--- config.mk ---
export PLATFORM = sky130hd
export DESIGN_NAME = irq_ctrl
export DESIGN_NICKNAME = d
export VERILOG_FILES = /design/src/irq_ctrl.v /design/src/prio_encoder.v
export VERILOG_INCLUDE_DIRS = /design/src
export SDC_FILE = /design/constraint.sdc
export NUM_CORES = 1
export LEC_CHECK = 0
export BUFFER_PORTS_ARGS = -buffer_cell sky130_fd_sc_hd__buf_2
export CORE_MARGIN = 10
export CORE_UTILIZATION = 39
export DETAILED_ROUTE_END_ITERATION = 12
export GPL_ROUTABILITY_DRIVEN = 0
export GPL_TIMING_DRIVEN = 0
export PLACE_DENSITY = 0.78
export SETUP_SLACK_MARGIN = 0.3
export SYNTH_ARGS = -nofsm -noshare
export SYNTH_HDL_FRONTEND = slang
export SYNTH_SLANG_ARGS = --single-unit
--- constraint.sdc ---
create_clock -name clk -period 3 [get_ports clk]
set_clock_uncertainty 0.2 [all_clocks]
set_input_delay 0.6 -clock clk [delete_from_list [all_inputs] [get_ports clk]]
set_output_delay 0.6 -clock clk [all_outputs]
set_load 0.05 [all_outputs]
--- src/irq_ctrl_defines.vh ---
/*
 * register offsets, field positions, reset values and vectors of the posted
 * interrupt clear/set unit. assumes it is included by bare name.
 */
`ifndef IRQ_CTRL_DEFINES_VH
`define IRQ_CTRL_DEFINES_VH

`define NUM_SRC 10
// printed offsets are not word aligned: indexes, byte address is four times
`define IDX_CLR0 8'hda
`define IDX_CLR1 8'hdb
`define IDX_CLR2 8'hdc
`define IDX_MSK1 8'hdf
`define IDX_MSK0 8'he0
`define IDX_SWEN 8'he1
`define IDX_VC 8'he2
`define IDX_GIE 8'he3
`define IDX_TAKE 8'he4
`define IDX_STAT 8'he5
`define IDX_IMSK 8'he6

`define RST_BYTE 8'h00
`define RST_SRC 10'h000
`define RST_BIT 1'b0
`define CLR1_BITS 2
`define ZERO_VECTOR 8'h00
`define FIRST_VECTOR 8'h04
`define VECTOR_STEP 8'h04

// status events of the block's own interrupt output
`define EV_POST 0
`define EV_SOFT 1
`define EV_CLEAR 2
`define NUM_EV 3
`endif

--- src/irq_ctrl.v ---
/*
 * posted interrupt clear/set unit with ahb-lite register slave, masks,
 * global enable, vector clear and priority vector to the core.
 * assumes one clock, synchronous reset, sources as one-cycle or level posts.
 */
// Implementation choice: the AHB-Lite interface to the registers.
`timescale 1ns/1ns
`include "irq_ctrl_defines.vh"
module irq_ctrl #(
  parameter N = `NUM_SRC
) (
  input wire clk,
  input wire reset,
  input wire hsel,
  input wire [31:0] haddr,
  input wire [1:0] htrans,
  input wire hwrite,
  input wire [2:0] hsize,
  input wire [31:0] hwdata,
  input wire hready,
  output wire hreadyout,
  output wire hresp,
  output reg [31:0] hrdata,
  input wire [N-1:0] src_post,
  input wire core_take,
  output wire core_irq,
  output wire [7:0] core_vector,
  output wire irq
);
  // source order in the flag vector: bit i has vector 4*(i+1)
  // 0 monitor,1 analog,2 touch,3 timer_zero_irq,4 pin,5 spi,6 i2c,7 sleep,8 timer_one_irq,9 timer_two_irq
  reg [N-1:0] posted_reg;
  reg [N-1:0] posted_next;
  reg [N-1:0] mask_reg;
  reg soft_post_enable_reg;
  reg global_irq_enable_reg;
  reg [`NUM_EV-1:0] stat_reg;
  reg [`NUM_EV-1:0] stat_next;
  reg [`NUM_EV-1:0] imask_reg;
  reg wr_pend_reg;
  reg [7:0] wr_idx_reg;
  reg [N-1:0] soft_set;
  reg [N-1:0] soft_clr;
  reg vc_clear;
  wire [N-1:0] pending;
  wire [N-1:0] take_onehot;
  wire [7:0] top_vector;
  wire addr_phase;
  wire [7:0] a_idx;
  wire [N-1:0] taken;
  wire [N-1:0] msk0_flags;

  // map a clear register image onto the flag vector
  function [N-1:0] to_flags;
    input [7:0] idx;
    input [7:0] data;
    begin
      to_flags = {N{1'b0}};
      if (idx == `IDX_CLR0)
        to_flags[7:0] = {data[6], data[7], data[5], data[4], data[3], data[2], data[1],
          data[0]};
      else if (idx == `IDX_CLR1)
        to_flags[9:8] = data[`CLR1_BITS-1:0];
    end
  endfunction

  // flag vector back into a register image
  function [7:0] to_image;
    input [7:0] idx;
    input [N-1:0] f;
    begin
      to_image = `RST_BYTE;
      if (idx == `IDX_CLR0)
        to_image = {f[6], f[7], f[5], f[4], f[3], f[2], f[1], f[0]};
      else if (idx == `IDX_CLR1)
        to_image = {6'h00, f[9:8]};
    end
  endfunction

  // flags a clear register write touches
  function [N-1:0] reg_bits;
    input [7:0] idx;
    begin
      reg_bits = to_flags(idx, 8'hff);
    end
  endfunction

  assign addr_phase = hsel && hready && htrans[1];
  assign a_idx = haddr[9:2];
  assign hreadyout = 1'b1;
  assign hresp = 1'b0;

  assign pending = posted_reg & mask_reg;
  // first mask register shares the first clear register's bit layout
  assign msk0_flags = to_flags(`IDX_CLR0, hwdata[7:0]);

  prio_encoder #(
    .N(N)
  ) u_prio (
    .pending(pending),
    .vector(top_vector),
    .onehot(take_onehot)
  );

  assign core_irq = global_irq_enable_reg && (|pending);
  assign core_vector = top_vector;
  assign taken = (core_take && core_irq) ? take_onehot : {N{1'b0}};
  assign irq = |(stat_reg & imask_reg);

  // decode of the data phase write
  always @* begin
    soft_set = {N{1'b0}};
    soft_clr = {N{1'b0}};
    vc_clear = 1'b0;
    if (wr_pend_reg) begin
      if (wr_idx_reg == `IDX_VC)
        vc_clear = 1'b1;
      else if (soft_post_enable_reg)
        soft_set = to_flags(wr_idx_reg, hwdata[7:0]);
      else
        soft_clr = reg_bits(wr_idx_reg) & ~to_flags(wr_idx_reg, hwdata[7:0]);
    end
  end

  // flags hold until taken or cleared; hardware post wins over clear
  always @* begin
    posted_next = posted_reg & ~soft_clr & ~taken;
    if (vc_clear)
      posted_next = {N{1'b0}};
    posted_next = posted_next | soft_set | src_post;
  end

  always @* begin
    stat_next = stat_reg;
    if (wr_pend_reg && wr_idx_reg == `IDX_STAT)
      stat_next = stat_reg & ~hwdata[`NUM_EV-1:0];
    if (|src_post)
      stat_next[`EV_POST] = 1'b1;
    if (|soft_set)
      stat_next[`EV_SOFT] = 1'b1;
    if (vc_clear || (|(soft_clr & posted_reg)))
      stat_next[`EV_CLEAR] = 1'b1;
  end

  always @(posedge clk) begin
    if (reset) begin
      posted_reg <= `RST_SRC;
      mask_reg <= `RST_SRC;
      soft_post_enable_reg <= `RST_BIT;
      global_irq_enable_reg <= `RST_BIT;
      stat_reg <= {`NUM_EV{1'b0}};
      imask_reg <= {`NUM_EV{1'b0}};
      wr_pend_reg <= 1'b0;
      wr_idx_reg <= `RST_BYTE;
    end else begin
      posted_reg <= posted_next;
      stat_reg <= stat_next;
      wr_pend_reg <= addr_phase && hwrite;
      wr_idx_reg <= a_idx;
      if (wr_pend_reg) begin
        case (wr_idx_reg)
          `IDX_MSK0: mask_reg[7:0] <= msk0_flags[7:0];
          `IDX_MSK1: mask_reg[9:8] <= hwdata[`CLR1_BITS-1:0];
          `IDX_SWEN: soft_post_enable_reg <= hwdata[0];
          `IDX_GIE: global_irq_enable_reg <= hwdata[0];
          `IDX_IMSK: imask_reg <= hwdata[`NUM_EV-1:0];
          default: ;
        endcase
      end
    end
  end

  // read data captured at the address phase, valid in the data phase
  always @(posedge clk) begin
    if (reset) begin
      hrdata <= 32'h00000000;
    end else if (addr_phase && !hwrite) begin
      case (a_idx)
        `IDX_CLR0, `IDX_CLR1: hrdata <= {24'h000000, to_image(a_idx, posted_next)};
        `IDX_CLR2: hrdata <= 32'h00000000;
        `IDX_MSK0: hrdata <= {24'h000000, to_image(`IDX_CLR0, mask_reg)};
        `IDX_MSK1: hrdata <= {24'h000000, to_image(`IDX_CLR1, mask_reg)};
        `IDX_SWEN: hrdata <= {31'h00000000, soft_post_enable_reg};
        `IDX_VC: hrdata <= {24'h000000, top_vector};
        `IDX_GIE: hrdata <= {31'h00000000, global_irq_enable_reg};
        `IDX_STAT: hrdata <= {29'h00000000, stat_next};
        `IDX_IMSK: hrdata <= {29'h00000000, imask_reg};
        default: hrdata <= 32'h00000000;
      endcase
    end
  end
endmodule // irq_ctrl

--- src/prio_encoder.v ---
/*
 * fixed priority encoder: lowest pending index wins and is turned into the
 * vector the core fetches. assumes pending vector is already masked.
 */
`timescale 1ns/1ns
`include "irq_ctrl_defines.vh"
module prio_encoder #(
  parameter N = `NUM_SRC
) (
  input wire [N-1:0] pending,
  output reg [7:0] vector,
  output reg [N-1:0] onehot
);
  integer i;
  reg found;
  always @* begin
    vector = `ZERO_VECTOR;
    onehot = {N{1'b0}};
    found = 1'b0;
    // lowest index is highest priority
    for (i = 0; i < N; i = i + 1) begin
      if (pending[i] && !found) begin
        found = 1'b1;
        onehot[i] = 1'b1;
        vector = `FIRST_VECTOR + i[7:0] * `VECTOR_STEP;
      end
    end
  end
endmodule // prio_encoder
==> results.sh <==
export IMPL_ys_types=59
export IMPL_worst_pin_slew_ns=0.623
export IMPL_cts_root_buf="clkbuf_8"
export IMPL_io_buffers=42
export IMPL_fin_area_um2=3430
export IMPL_drc=0
export IMPL_die_h_um=106
export IMPL_power_leakage_nw=1.49
export IMPL_area_growth_pct=20.0
export IMPL_synth_async_reset_ratio_pct=0
export IMPL_ir_drop_mv=0.210
export IMPL_synth_edf_count=0
export IMPL_p_total_mw=1.27
export IMPL_grt_max_degree=15
export IMPL_synth_ff_latch_count=45
export IMPL_fin_crit_sh_pct=89.5
export IMPL_critical_path_class="register to output pin"
export IMPL_grt_pass1_wl_um=15000
export IMPL_nFillCells=714
export IMPL_syn_inst=368
export IMPL_grt_setup_unrepaired="yes"
export IMPL_ant_nets=0
export IMPL_grt_ovfl_total=0
export IMPL_wl_per_cell_um=17.7
export IMPL_antenna_cells=0
export IMPL_start_kind="register"
export IMPL_setup_viol=0
export IMPL_ioPinCount=129
export IMPL_rows=31
export IMPL_cap_violations=0
export IMPL_grt_pass1_vias=3056
export IMPL_rr_worst_depth=7
export IMPL_hpwl_um=7710
export IMPL_grt_antenna_before_repair=0
export IMPL_slew_headroom_pct=58.5
export IMPL_cts_sinks=45
export IMPL_wl_um=9640
export IMPL_clk_path_buf_depth=2
export IMPL_period_minus_slack_ns=2.69
export IMPL_r2r_end="hrdata[3]"
export IMPL_h_tree_depth=2
export IMPL_ys_warn_count=0
export IMPL_multi_input_area_um2=1790
export IMPL_r2r_start="wr_idx_reg[0]"
export IMPL_r2r_slack_ns=0.45
export IMPL_final_max_slew_viol_count=0
export IMPL_drt_iter0_drc=442
export IMPL_grt_usage_pct=16.3
export IMPL_cp_arrival_ns=1.89
export IMPL_outcome="finished clean"
export IMPL_die_area_um2=11200
export IMPL_worstSetupEndpoint="core_vector[2]"
export IMPL_cp_max_fo=7
export IMPL_placed_area_um2=3300
export IMPL_ys_seq_area_share_pct=31.5
export IMPL_cts_buffers_inserted=5
export IMPL_hp_class="register to register"
export IMPL_p_per_area_nw_per_um2=371
export IMPL_viasPerCell=5.70
export IMPL_hold_viol=0
export IMPL_cp_data_required_time_ns=2.20
export IMPL_num_nets_final=531
export IMPL_initial_core_util_pct=39.8
export IMPL_synth_ff_type="dfxtp_1"
export IMPL_mostFrequentLayoutCell="nor2_1"
export IMPL_clock_latency_ns=0.30
export IMPL_netlist_area_um2=2860
export IMPL_max_freq_mhz=372
export IMPL_crit_start="mask_reg[1]"
export IMPL_drive_above_1_share_pct=21.5
export IMPL_setup_tns_ns=0
export IMPL_holdBufCountCts=0
export IMPL_chipWidth_um=106
export IMPL_final_cell_mix="nor2_1 (47), dfxtp_1 (45), buf_2 (42)"
export IMPL_cts_tree="yes"
export IMPL_coreArea_um2=7180
export IMPL_seqCellArea_um2=901
export IMPL_utilization_pct=47.8
export IMPL_worstSetupEndpointType="output pin"
export IMPL_firstDrtPassIters=5
export IMPL_synth_area_per_cell_um2=7.77
export IMPL_vias=3112
export IMPL_clkTransAtPathRegs_ns=0.10
## cells in the mapped netlist, types with 3 or more instances
master    instances  area share, %
inv_1            10            1.3
nor2_1           47            6.2
mux2i_1          11            3.9
o21ai_0          16            2.8
dfxtp_1          45             32
a32oi_1           3           0.92
and3_1            8            1.8
a211oi_1          3           0.79
a31oi_1           4           0.88
buf_4            30            7.9
a21oi_1          18            3.2
a211o_1           4            1.2
and2_1            6            1.3
nand4_1           5            1.1
nand2_1          32            4.2
nand3_1          11            1.9
a22o_1            4            1.2
nor2b_1          18            3.9
o211ai_1          4            1.1
nand4b_1          3           0.92
nor3_1           10            1.8
clkbuf_1         13            1.7
nand3b_1          3           0.79
a222oi_1          3            1.1
nor4_1            3           0.66
a22oi_1           8            2.1
## cell type report
cell class              instances  area share [%]
repair buffers                 43            6.35
well taps                      99            3.61
clock buffers                   6            2.12
clock inverters                 2           0.438
plain buffers                  43            7.99
multi-input cells             298            52.1
inverters                      10            1.09
flip-flops and latches         45            26.3
## cells by family (layout without fill, tap and decap cells)
logic type,count (synthesis),count (layout),synth area share (%)
compound gates,92,92,23.1
flops,45,45,31.5
buf+inv,53,104,10.9
mux,12,12,4.25
other cells,2,30,0.263
simple gates,164,164,30.0
## worst min-delay path by stage
stage / startpoint / to / depth (start not counted)
6_report: hrdata[2] / hrdata[2] / 1
5_1_grt: hrdata[2] / hrdata[2] / 1
4_1_cts: hrdata[7] / hrdata[7] / 2
3_5_place_dp: hrdata[2] / hrdata[2] / 1
3_3_place_gp: hrdata[2] / hrdata[2] / 1
2_1_floorplan: imask_reg[1] / imask_reg[1] / 2
## layer usage
metal | track usage (%) | vias to the layer above | wire [um]
met5 | 0 | - | 0
met2 | 25.9 | 212 | 4370
met4 | 9.96 | 0 | 451
met1 | 19.3 | 1416 | 3850
li1 | - | 1444 | -
met3 | 4.45 | 40 | 968
## where the power goes
group,internal [mW],leakage [nW],switching [mW]
Sequential,0.613,0.368,0.0178
Combinational,0.0785,1.08,0.174
Clock,0.165,0.0374,0.223
Total,0.857,1.49,0.414
## worst max-delay path: stages (launching register included)
cell     delay (ns)
dfxtp_1        0.38
a22oi_2        0.35
nand2_1        0.11
o21ai_0        0.31
or2_2          0.17
buf_2          0.26
## per-stage QoR
| stage | worst slack (ns) | cells | hold WS, ns |
|---|---|---|---|
| 2_1_floorplan | 0.326 | 396 | 0.282 |
| 3_3_place_gp | 0.136 | 537 | 0.249 |
| 3_5_place_dp | 0.115 | 537 | 0.257 |
| 4_1_cts | 0.359 | 545 | 0.283 |
| 5_1_grt | 0.231 | 546 | 0.310 |
| 6_report | 0.314 | 546 | 0.275 |
## timing repair
item	in CTS	in global routing
endpoints found under the setup margin	1	6
cloned	0	0
buffers inserted	0	1
hold endpoints to repair	0	0
resized for setup	2	5
pin swaps	0	2
Note: power is estimated with default switching activity, not from simulation.
